<file path="src/dpw_pkg.sv">
package dpw_pkg;
	// ************************************************
	// Bus address and instruction byte layout
	// ************************************************
	localparam logic [5:0] DPW_ADDR_FIXED  = 6'h16;
	localparam int         DPW_RS_BIT      = 6;
	localparam int         DPW_SD_BIT      = 5;
	localparam int         DPW_RW_BIT      = 0;
	localparam logic [2:0] DPW_BIT_LAST    = 3'h7;
	localparam logic [2:0] DPW_BIT_FIRST   = 3'h0;

	// ************************************************
	// Wiper values
	// ************************************************
	localparam logic [7:0] DPW_MIDSCALE    = 8'h80;
	localparam logic [7:0] DPW_WIPER_RST   = 8'h80;

	// ************************************************
	// Receiver state and byte phase
	// ************************************************
	typedef enum logic [5:0] {
		DPW_IDLE = 6'b000001,
		DPW_RX   = 6'b000010,
		DPW_ACK  = 6'b000100,
		DPW_TX   = 6'b001000,
		DPW_MACK = 6'b010000,
		DPW_IGNR = 6'b100000
	} dpw_state_e;

	typedef enum logic [1:0] {
		DPW_PH_ADDR  = 2'h0,
		DPW_PH_INSTR = 2'h1,
		DPW_PH_DATA  = 2'h2
	} dpw_phase_e;
endpackage

</file>
<file path="src/dpw_sync.sv">
`timescale 1ns/1ps
`default_nettype none
module dpw_sync #(
	parameter int WIDTH = 2
) (
	input  wire logic             sys_clk,
	input  wire logic             rst_b,
	input  wire logic [WIDTH-1:0] raw,
	output logic      [WIDTH-1:0] synced
);
	// Bus lines idle high, so the chain resets high to avoid a false START
	logic [WIDTH-1:0] meta_q;
	logic [WIDTH-1:0] sync_q;

	always_ff @(posedge sys_clk or negedge rst_b) begin
		if (!rst_b) begin
			meta_q <= '1;
			sync_q <= '1;
		end else begin
			meta_q <= raw;
			sync_q <= meta_q;
		end
	end

	assign synced = sync_q;
endmodule
`default_nettype wire

</file>
<file path="src/dpw_wiper_port.sv">
// Operation
// - Data rising while clock high is STOP; the port releases the data line.
// - Each received write data byte loads the wiper setting at its eighth bit, before the acknowledge.
// - Further data bytes in one write reuse the instruction already received.
// - Successive reads keep returning the wiper setting while addressed.
// - A read returns the current wiper setting contents.
// - Address-select pin level separates two devices on one bus.
// - Address is fixed 010110 plus the address-select pin, then read/write.
// - Midscale reset bit overwrites the wiper setting with the center-tap value.
// - Shutdown keeps the stored setting and still accepts new settings.
// - In a read the data byte follows the address acknowledge directly.
`timescale 1ns/1ps
`default_nettype none
module dpw_wiper_port (
	input  wire logic       sys_clk,
	input  wire logic       rst_b,
	input  wire logic       scl,
	input  wire logic       sda,
	input  wire logic       address_select_pin,
	output logic            sda_drv,
	output logic            sda_drv_en,
	output logic [7:0]      wiper_setting_register,
	output logic            shutdown_bit,
	output logic            midscale_reset_bit,
	output logic            wiper_update,
	output logic            addressed
);
	// ************************************************
	// Pin synchronisation and bus events
	// ************************************************
	logic [1:0] pins_s;
	logic       scl_s;
	logic       sda_s;
	logic       scl_p_q;
	logic       sda_p_q;
	logic       adsel_q;

	dpw_sync #(.WIDTH(2)) u_sync (
		.sys_clk  (sys_clk),
		.rst_b    (rst_b),
		.raw     ({scl, sda}),
		.synced  (pins_s)
	);

	assign scl_s = pins_s[1];
	assign sda_s = pins_s[0];

	logic scl_rise;
	logic scl_fall;
	logic bus_start;
	logic bus_stop;

	assign scl_rise  = scl_s & ~scl_p_q;
	assign scl_fall  = ~scl_s & scl_p_q;
	assign bus_start = scl_s & scl_p_q & sda_p_q & ~sda_s;
	assign bus_stop  = scl_s & scl_p_q & ~sda_p_q & sda_s;

	// Strap is a static pin level but still crosses into this clock first
	logic adsel_m_q;

	always_ff @(posedge sys_clk or negedge rst_b) begin
		if (!rst_b) begin
			scl_p_q   <= 1'b1;
			sda_p_q   <= 1'b1;
			adsel_m_q <= 1'b0;
			adsel_q   <= 1'b0;
		end else begin
			scl_p_q   <= scl_s;
			sda_p_q   <= sda_s;
			adsel_m_q <= address_select_pin;
			adsel_q   <= adsel_m_q;
		end
	end

	function automatic logic addr_match(input logic [7:0] b, input logic sel);
		addr_match = (b[7:1] == {dpw_pkg::DPW_ADDR_FIXED, sel});
	endfunction

	// ************************************************
	// Serial state machine
	// ************************************************
	dpw_pkg::dpw_state_e st_q;
	dpw_pkg::dpw_state_e st_d;
	dpw_pkg::dpw_phase_e ph_q;
	dpw_pkg::dpw_phase_e ph_d;
	logic [2:0] cnt_q;
	logic [2:0] cnt_d;
	logic [6:0] sh_q;
	logic [6:0] sh_d;
	logic [7:0] tx_q;
	logic [7:0] tx_d;
	logic       rw_q;
	logic       rw_d;
	logic       mack_q;
	logic       mack_d;
	logic       oe_q;
	logic       oe_d;
	logic [7:0] wiper_q;
	logic [7:0] wiper_d;
	logic       rs_q;
	logic       rs_d;
	logic       sd_q;
	logic       sd_d;
	logic       upd_q;
	logic       upd_d;
	logic [7:0] rx_byte;

	assign rx_byte = {sh_q, sda_s};

	always_comb begin
		st_d    = st_q;
		ph_d    = ph_q;
		cnt_d   = cnt_q;
		sh_d    = sh_q;
		tx_d    = tx_q;
		rw_d    = rw_q;
		mack_d  = mack_q;
		oe_d    = oe_q;
		wiper_d = wiper_q;
		rs_d    = rs_q;
		sd_d    = sd_q;
		upd_d   = 1'b0;
		if (bus_start) begin
			// A repeated START also lands here and re-reads the address
			st_d  = dpw_pkg::DPW_RX;
			ph_d  = dpw_pkg::DPW_PH_ADDR;
			cnt_d = dpw_pkg::DPW_BIT_FIRST;
			oe_d  = 1'b0;
		end else if (bus_stop) begin
			st_d = dpw_pkg::DPW_IDLE;
			oe_d = 1'b0;
		end else begin
			case (st_q)
				dpw_pkg::DPW_RX: begin
					if (scl_rise) begin
						sh_d  = rx_byte[6:0];
						cnt_d = cnt_q + 3'h1;
						if (cnt_q == dpw_pkg::DPW_BIT_LAST) begin
							st_d = dpw_pkg::DPW_ACK;
							case (ph_q)
								dpw_pkg::DPW_PH_ADDR: begin
									rw_d = rx_byte[dpw_pkg::DPW_RW_BIT];
									if (!addr_match(rx_byte, adsel_q)) begin
										st_d = dpw_pkg::DPW_IGNR;
									end
								end
								dpw_pkg::DPW_PH_INSTR: begin
									rs_d = rx_byte[dpw_pkg::DPW_RS_BIT];
									sd_d = rx_byte[dpw_pkg::DPW_SD_BIT];
									if (rx_byte[dpw_pkg::DPW_RS_BIT]) begin
										wiper_d = dpw_pkg::DPW_MIDSCALE;
										upd_d   = 1'b1;
									end
								end
								default: begin
									// Stored even in shutdown; instruction bits are kept
									wiper_d = rs_q ? dpw_pkg::DPW_MIDSCALE : rx_byte;
									upd_d   = 1'b1;
								end
							endcase
						end
					end
				end
				dpw_pkg::DPW_ACK: begin
					if (scl_fall) begin
						if (!oe_q) begin
							oe_d = 1'b1;
						end else if (ph_q == dpw_pkg::DPW_PH_ADDR && rw_q) begin
							st_d  = dpw_pkg::DPW_TX;
							tx_d  = wiper_q;
							oe_d  = ~wiper_q[7];
							cnt_d = dpw_pkg::DPW_BIT_FIRST;
						end else begin
							st_d  = dpw_pkg::DPW_RX;
							oe_d  = 1'b0;
							cnt_d = dpw_pkg::DPW_BIT_FIRST;
							// Instruction is only taken right after the address
							ph_d  = (ph_q == dpw_pkg::DPW_PH_ADDR) ? dpw_pkg::DPW_PH_INSTR
								: dpw_pkg::DPW_PH_DATA;
						end
					end
				end
				dpw_pkg::DPW_TX: begin
					if (scl_fall) begin
						if (cnt_q == dpw_pkg::DPW_BIT_LAST) begin
							st_d   = dpw_pkg::DPW_MACK;
							oe_d   = 1'b0;
							mack_d = 1'b0;
						end else begin
							tx_d  = {tx_q[6:0], 1'b0};
							oe_d  = ~tx_q[6];
							cnt_d = cnt_q + 3'h1;
						end
					end
				end
				dpw_pkg::DPW_MACK: begin
					if (scl_rise) begin
						if (sda_s) begin
							st_d = dpw_pkg::DPW_IGNR;
						end else begin
							mack_d = 1'b1;
						end
					end else if (scl_fall && mack_q) begin
						st_d  = dpw_pkg::DPW_TX;
						tx_d  = wiper_q;
						oe_d  = ~wiper_q[7];
						cnt_d = dpw_pkg::DPW_BIT_FIRST;
					end
				end
				dpw_pkg::DPW_IGNR: begin
					oe_d = 1'b0;
				end
				dpw_pkg::DPW_IDLE: begin
					oe_d = 1'b0;
				end
				default: begin
					st_d = dpw_pkg::DPW_IDLE;
					oe_d = 1'b0;
				end
			endcase
		end
	end

	always_ff @(posedge sys_clk or negedge rst_b) begin
		if (!rst_b) begin
			st_q    <= dpw_pkg::DPW_IDLE;
			ph_q    <= dpw_pkg::DPW_PH_ADDR;
			cnt_q   <= dpw_pkg::DPW_BIT_FIRST;
			sh_q    <= 7'h00;
			tx_q    <= 8'h00;
			rw_q    <= 1'b0;
			mack_q  <= 1'b0;
			oe_q    <= 1'b0;
			wiper_q <= dpw_pkg::DPW_WIPER_RST;
			rs_q    <= 1'b0;
			sd_q    <= 1'b0;
			upd_q   <= 1'b0;
		end else begin
			st_q    <= st_d;
			ph_q    <= ph_d;
			cnt_q   <= cnt_d;
			sh_q    <= sh_d;
			tx_q    <= tx_d;
			rw_q    <= rw_d;
			mack_q  <= mack_d;
			oe_q    <= oe_d;
			wiper_q <= wiper_d;
			rs_q    <= rs_d;
			sd_q    <= sd_d;
			upd_q   <= upd_d;
		end
	end

	// ************************************************
	// Outputs
	// ************************************************
	logic addr_q;
	logic addr_d;
	logic drv_q;

	// Selected flag follows the next state so it lines up with the enable
	always_comb begin
		addr_d = (st_d == dpw_pkg::DPW_ACK && ph_d != dpw_pkg::DPW_PH_ADDR)
			|| (st_d == dpw_pkg::DPW_ACK && oe_d)
			|| st_d == dpw_pkg::DPW_TX || st_d == dpw_pkg::DPW_MACK
			|| (st_d == dpw_pkg::DPW_RX && ph_d != dpw_pkg::DPW_PH_ADDR);
	end

	// Open drain: the driven level stays low, only the enable moves
	always_ff @(posedge sys_clk or negedge rst_b) begin
		if (!rst_b) begin
			drv_q  <= 1'b0;
			addr_q <= 1'b0;
		end else begin
			drv_q  <= 1'b0;
			addr_q <= addr_d;
		end
	end

	assign sda_drv                = drv_q;
	assign sda_drv_en             = oe_q;
	assign wiper_setting_register = wiper_q;
	assign shutdown_bit           = sd_q;
	assign midscale_reset_bit     = rs_q;
	assign wiper_update           = upd_q;
	assign addressed              = addr_q;
endmodule
`default_nettype wire

</file>
<file path="config.mk">
export PLATFORM = sky130hd
export DESIGN_NAME = dpw_wiper_port
export DESIGN_NICKNAME = d
export VERILOG_FILES = /design/src/dpw_pkg.sv /design/src/dpw_sync.sv /design/src/dpw_wiper_port.sv
export SDC_FILE = /design/constraint.sdc
export NUM_CORES = 1
export LEC_CHECK = 0
export BUFFER_PORTS_ARGS = -buffer_cell sky130_fd_sc_hd__buf_2
export CAP_MARGIN = 30
export CORE_MARGIN = 1
export CORE_UTILIZATION = 64
export DETAILED_ROUTE_END_ITERATION = 12
export GPL_TIMING_DRIVEN = 0
export PLACE_DENSITY = 0.93
export SLEW_MARGIN = 20
export SYNTH_ARGS = -nofsm -noshare
export SYNTH_HDL_FRONTEND = slang
export SYNTH_HIERARCHICAL = 1
export SYNTH_SLANG_ARGS = --single-unit
</file>
<file path="constraint.sdc">
create_clock -name sys_clk -period 4.4 [get_ports sys_clk]
set_input_delay 0.22 -clock sys_clk [delete_from_list [all_inputs] [get_ports sys_clk]]
set_output_delay 0.22 -clock sys_clk [all_outputs]
set_load 0.02 [all_outputs]
</file>
Yosys cells after proc, flatten, opt, wreduce, memory -nomap -nowiden
Index checks and enable logic that the tools add are counted.
Widths: inputs -> output; s select.
{"block": "classes", "n_mux": 65, "n_addsub": 1, "n_reduce_logical": 22, "bitwise_logic": 16, "eq_ne": 32}
{"cell": "$mux 6", "n": 13}
{"cell": "$mux 7", "n": 7}
{"cell": "$pmux 6 s5", "n": 1}
{"cell": "$mux 3", "n": 9}
{"cell": "$ne 2x2->1 const B", "n": 12}
{"cell": "$ne 3x3->1 const B", "n": 7}
{"cell": "$pmux 7 s3", "n": 1}
{"cell": "$mux 1", "n": 19}
{"cell": "$mux 8", "n": 2}
{"cell": "$pmux 8 s2", "n": 1}
{"cell": "$mux 2", "n": 7}
{"cell": "$reduce_and 7->1", "n": 2}
{"cell": "$eq 6x2->1 const B", "n": 2}
{"cell": "$eq 6x3->1 const B", "n": 2}
{"cell": "$eq 6x4->1 const B", "n": 2}
{"cell": "$eq 6x5->1 const B", "n": 2}
{"cell": "$pmux 3 s4", "n": 1}
{"cell": "$reduce_and 6->1", "n": 2}
{"cell": "$reduce_and 10->1", "n": 1}
{"cell": "$not 1->1", "n": 9}
{"cell": "$reduce_and 9->1", "n": 1}
{"cell": "$and 1x1->1", "n": 7}
{"cell": "$eq 7x6->1", "n": 1}
{"cell": "$eq 6x1->1 const B", "n": 1}
{"cell": "15 further kinds", "n": 24}
{"block": "totals", "out_inout_bits": 14, "elab_cells": 155, "in_bits": 5, "ff_bits": 48}

Longest topological paths before layout
{"block": "logic_depth", "word_depth": 14, "depth_mapped": 8, "ltp_nobuf": 7}

Cells and area by module
The synthesis kept the hierarchy.
{"mod": "dpw_wiper_port", "area_each_um2": 2343.5, "instances": 1, "cells_per_inst": 222, "seq_area_each_um2": 1106.1}
{"mod": "dpw_sync", "area_each_um2": 105.1, "instances": 1, "cells_per_inst": 4, "seq_area_each_um2": 105.1}

Worst setup path before layout
No wires, ideal clock.
{"block": "synth_path", "path_type": "reg-to-reg", "from": "reg scl_p_q", "to": "reg tx_q[1]", "arrival_time_ns": 1.808, "period_less_slack_ns": 1.933, "required_ns": 4.275, "setup_ns": 0.125, "setup_slack_ns": 2.467, "path_buffers": 2, "stages_incl_launch_ff": 8, "path_cell_list": "dfstp_2 -> buf_4 -> nor2b_1 -> clkbuf_2 -> nand2_1 -> a21oi_2 -> o2111ai_4 -> mux2_4"}
{"block": "synth_between", "elab_chain_cells": 5, "word_cells_on_any_way": 16, "classes_between": "4 x eq/ne; 10 x bitwise; 2 x reduce/logical"}
{"element": "from (decl)", "line": "dpw_wiper_port.sv:34", "text": "logic scl_p_q;"}
{"element": "from (signal assigned)", "line": "dpw_wiper_port.sv:68", "text": "scl_p_q <= scl_s;"}
{"element": "$and 1x1->1", "line": "dpw_wiper_port.sv:55, dpw_wiper_port.sv:56"}
{"element": "$and 1x1->1 (on tied branches) (2 in a row)", "line": "dpw_wiper_port.sv:56, dpw_wiper_port.sv:55"}
{"element": "$not 1->1 (no source line)"}
{"element": "$reduce_and 10->1 (no source line) (*)"}
{"element": "to (signal assigned)", "line": "dpw_wiper_port.sv:243", "text": "tx_q <= tx_d;"}
{"element": "to (decl)", "line": "dpw_wiper_port.sv:90", "text": "logic [7:0] tx_q;"}
Mark *: on every way between the ends. The rest lies on a longest branch, timed or not.
A chain may end at the register's enable or synchronous reset.

Final worst setup path
{"block": "layout_path", "from": "reg scl_p_q", "to": "reg tx_q[3]"}
The elaborated chain is that of the path after synthesis.

==> results_tabular.tex <==
\begin{tabular}{lr}
\hline
Metric & Value \\
\hline
\multicolumn{2}{l}{\textbf{Outcome}} \\
Result of the run & finished, final reports clean \\
\multicolumn{2}{l}{\textbf{Logic synthesis}} \\
Largest family of logic cells by synthesized area & simple AND/OR/NAND/NOR gates \\
Share of flip-flops with an asynchronous set or reset after synthesis & 100.0\% \\
Number of distinct library cell variants in the gate-level netlist after synthesis & 59 \\
Top\_reg\_cell synth & dfrtp\_1 \\
Largest cells by area after synthesis & dfrtp\_1 41\%, dfstp\_2 8.6\%, nand2\_1 6.0\%, mux2\_2 4.6\%, mux2\_4 3.7\% \\
Fraction of synthesized cell area in xor and xnor cells & under 10\% \\
Yosys synthesis warning count & 6 \\
Proportion of synthesized area in mux cells & under 10\% \\
Number of enable-type register cells in the synthesized netlist & 0 \\
Number of nets in the synthesized netlist & 233 \\
Register bit total from synthesis & 48 \\
Number of instances in the synthesized netlist & 226 \\
Share of the synthesized area in the top cell type & around two fifths \\
Library cell occupying the most area in the post-synthesis netlist & dfrtp\_1 \\
Post-synthesis instance area & approximately 2400 um2 \\
Basic-gate share of the synthesized area counting and, or, nand and nor cells & between 20\% and 30\% \\
Synthesized area per cell & 10.83 um2 \\
Synthesized-area fraction occupied by adder cells & 1.022\% \\
Synth Area in Compound Gates & 14.61\% \\
Share of the yosys chip area belonging to registers & $\sim$49\% \\
\multicolumn{2}{l}{\textbf{GRT}} \\
Overall fraction of global-route tracks in use & about a quarter \\
Via count of the first global-routing pass & $\sim$1,700 \\
Pin count of the biggest net entering global routing & 35 \\
Total gr overflow & 0 \\
Antenna violations before repair & 0 \\
First-pass GRT wire length & 7.948 mm \\
\multicolumn{2}{l}{\textbf{Setup path}} \\
Timing startpoint of the critical path & scl\_p\_q \\
Required time of the critical path & 4.59 ns \\
Worst-path maximum fanout & 9 \\
Launch point of the worst reg-to-reg path & scl\_p\_q \\
Sort of element at the start of the critical path & register \\
CP peak stage delay & roughly 0.52 ns \\
Cell type of the slowest stage on the worst timing path & dfstp\_2 \\
Worst setup EP type & register \\
Critical Path AT & 2.38 ns \\
Ordered cell list for the critical path & buf\_4 -> nor2b\_1 -> clkbuf\_2 -> nand2\_1 -> a21oi\_2 -> o2111ai\_4 -> mux2\_4 \\
Type of the worst setup path & register to register \\
\multicolumn{2}{l}{\textbf{Timing}} \\
Fmax & 456.2 MHz \\
Portion of the clock cycle consumed by the worst path in the final layout & between 40\% and 50\% \\
Worst Max-Slew Pin Slew & 0.5195 ns \\
Final Max Slew Viols & 0 \\
Final setup violation count & 0 \\
Post-route setup slack & between 2 and 2.5 ns \\
RSZ-0062 raised after global routing & no \\
Relative max-transition margin & 65.05\% \\
Sum of negative setup slack & 0 ns \\
Number of failing hold endpoints at the final stage & 0 \\
Shortest clock period the worst path allows after layout & 2.192 ns \\
Final worst clock skew & around 0.0065 ns \\
\multicolumn{2}{l}{\textbf{Floorplan}} \\
Core Region & roughly 3700 um2 \\
Horizontal die dimension & around 64 um \\
Total number of placement rows & 22 \\
Effective utilization at floorplan & 66.88\% \\
DIE AREA & 4077 um2 \\
Height of the die & 63.86 um \\
IO Pins & 19 \\
\multicolumn{2}{l}{\textbf{Placement}} \\
Post-Place Worst Slack & around 2.2 ns \\
Count of buffers from port buffering & 17 \\
Cell area after placement & between 2000 and 3000 um2 \\
Final HPWL DP & between 3 and 4 mm \\
Final GP Congestion & approximately 0.9 \\
\multicolumn{2}{l}{\textbf{Routing}} \\
Number of optimization iterations in the first detailed-route pass & 4 \\
Routed WL & between 4 and 5 mm \\
Antenna viol nets, final & 0 \\
Number of design rule violations left after detail routing & 0 \\
Starting DRC count in detailed routing & approximately 130 \\
Routed wire per std cell & 15.82 um \\
Vias post-DR & between 1,500 and 2,000 \\
Per-cell via count in the routed design & $\sim$5.9 \\
\multicolumn{2}{l}{\textbf{Pwr}} \\
Total power divided by cell area & 279.6 nW/um2 \\
Proportion of power drawn by the clock network & about 36\% \\
Sequential power share & 59.4\% \\
Relative contribution of combinational cells to total power & under 10\% \\
Net Sw Power & 171.9 uW \\
Post-route total power & 760.6 uW \\
Fraction of power spent switching nets & between 20\% and 30\% \\
Largest vdd supply drop & 244.0 uV \\
Internal Dissipation & around 590 uW \\
Cell leakage power & 1.323 nW \\
\multicolumn{2}{l}{\textbf{Layout}} \\
Commonest non-fill, non-tap cells in the layout & 40 x dfrtp\_1, 39 x nand2\_1, 19 x buf\_2, 13 x nor2\_1, 12 x a21oi\_1 \\
Antenna diode instance count & 0 \\
Most common cell after layout, fill and taps aside & dfrtp\_1 \\
Fin area & approximately 2700 um2 \\
Syn-to-layout area delta & 11.09\% \\
Net total in the final layout & 259 \\
Share of cells above drive strength 1 & between 30\% and 40\% \\
\multicolumn{2}{l}{\textbf{Clock network}} \\
Deepest level of the CTS H-tree & 2 \\
Latest clock arrival within the worst-skew pair & around 0.30 ns \\
CTS-repair resized insts & 0 \\
Clock Pin Slew Worst Setup and Hold Paths & approximately 0.08 ns \\
TritonCTS clock tree & yes \\
Clock root buffer master & clkbuf\_8 \\
Clock buffer depth & 2 \\
Number of clock sinks & 48 \\
CTS Buf Count & 5 \\
\multicolumn{2}{l}{\textbf{Hold path}} \\
Hold WC Path Type & input port to register \\
Hold Crit Start & scl \\
\multicolumn{2}{l}{\textbf{Run}} \\
Maximum Capacitance Violations & 0 \\
\hline
\end{tabular}
==> power by group through the flow <==
stage / clock network (mW) / logic, mW / registers, mW
5_1_grt: 0.294 / 0.0376 / 0.453
3_5_place_dp: 0 / 0.0336 / 0.460
3_3_place_gp: 0 / 0.0307 / 0.460
4_1_cts: 0.278 / 0.0343 / 0.452
6_report: 0.275 / 0.0342 / 0.452
2_1_floorplan: 0 / 0.0177 / 0.460
==> sequential cells by signal (all words and copies together), names as in the netlist <==
name / count
shutdown_bit: 1
u_sync/meta_q: 2
ph_q: 2
sda_p_q: 1
tx_q: 7
scl_p_q: 1
midscale_reset_bit: 1
wiper_update: 1
adsel_q: 1
u_sync/synced: 2
adsel_m_q: 1
addressed: 1
st_q: 6
mack_q: 1
rw_q: 1
sda_drv_en: 1
sh_q: 7
wiper_setting_register: 8
cnt_q: 3
==> final timing paths <==
kind                                    endpoint  slack, ns  depth (start not counted)
worst max-delay path                     tx_q[3]       2.21                          7
worst min-delay path            u_sync/meta_q[1]       0.01                          1
worst max register to register           tx_q[3]       2.21                          7
worst min register to register           adsel_q       0.36                          0
max in group asynchronous                sda_p_q       3.47                          3
min in group asynchronous                tx_q[2]       0.37                          2
==> routing by layer <==
layer / track usage [%] / share of wire [%] / up-vias / wire length, um
met5: 0 / 0 / - / 0
met4: 7.955 / 1.6 / 0 / 76
met2: 41.49 / 47 / 59 / 2256
li1: - / - / 856 / -
met1: 35.36 / 46 / 856 / 2168
met3: 4.464 / 5.5 / 12 / 261
==> kinds of logic after synthesis <==
logic type      Yosys count
simple gates             92
flops                    48
compound gates           46
mux                      20
buf+inv                  14
xor+xnor                  3
fa+ha+maj                 2
other cells               1
==> Yosys cell counts, types with 2 or more instances <==
master / instances
mux2_2: 10
a22o_1: 6
dfrtp_1: 40
a21oi_1: 12
and2b_4: 2
nor4_1: 3
mux2_4: 6
clkbuf_1: 2
nand2_1: 39
nand2b_1: 3
xor2_1: 3
nor2_1: 13
nand3_1: 3
buf_2: 2
or4_1: 2
buf_4: 2
nor4b_1: 2
nor2b_1: 4
dfstp_2: 8
o21ai_0: 7
ha_1: 2
o21ai_1: 2
and2b_2: 2
mux2i_1: 4
a31oi_1: 2
o22ai_1: 3
inv_1: 6
nand2_2: 3
nand4b_1: 3
==> critical path, delay by kind of cell, from the launching register on <==
family,cells,cell delay [ns]
DFF,1,0.52
AOI/OAI and AO/OA,2,0.52
buffers and inverters,2,0.37
muxes,1,0.36
and+or+nand+nor,2,0.30
==> layout make-up <==
class	instances	area (um2)
Sequential cell	48	1211
Clock buffer	6	82.58
Buffer	8	48.80
Clock inverter	2	13.76
Tap cell	48	60.06
Fill cell	259	940.9
Multi-Input combinational cell	164	1166
Inverter	6	22.52
Timing Repair Buffer	19	115.1
==> stage by stage <==
stage / cells / hold slack, ns / utilization (%)
global route: 301 / 0.003633 / 74.30
detailed placement: 292 / 0.1525 / 71.39
floorplan: 226 / -0.07559 / -
global placement: 291 / 0.3256 / 70.85
CTS: 301 / 0.01144 / 74.30
finish: 301 / 0.01463 / 74.30
==> what timing repair did <==
action                                 in CTS  in global routing
endpoints found under the hold margin      14                  0
hold buffers                                1                  0
buffers inserted                            0                  0
(Power assumes the default switching activity.)
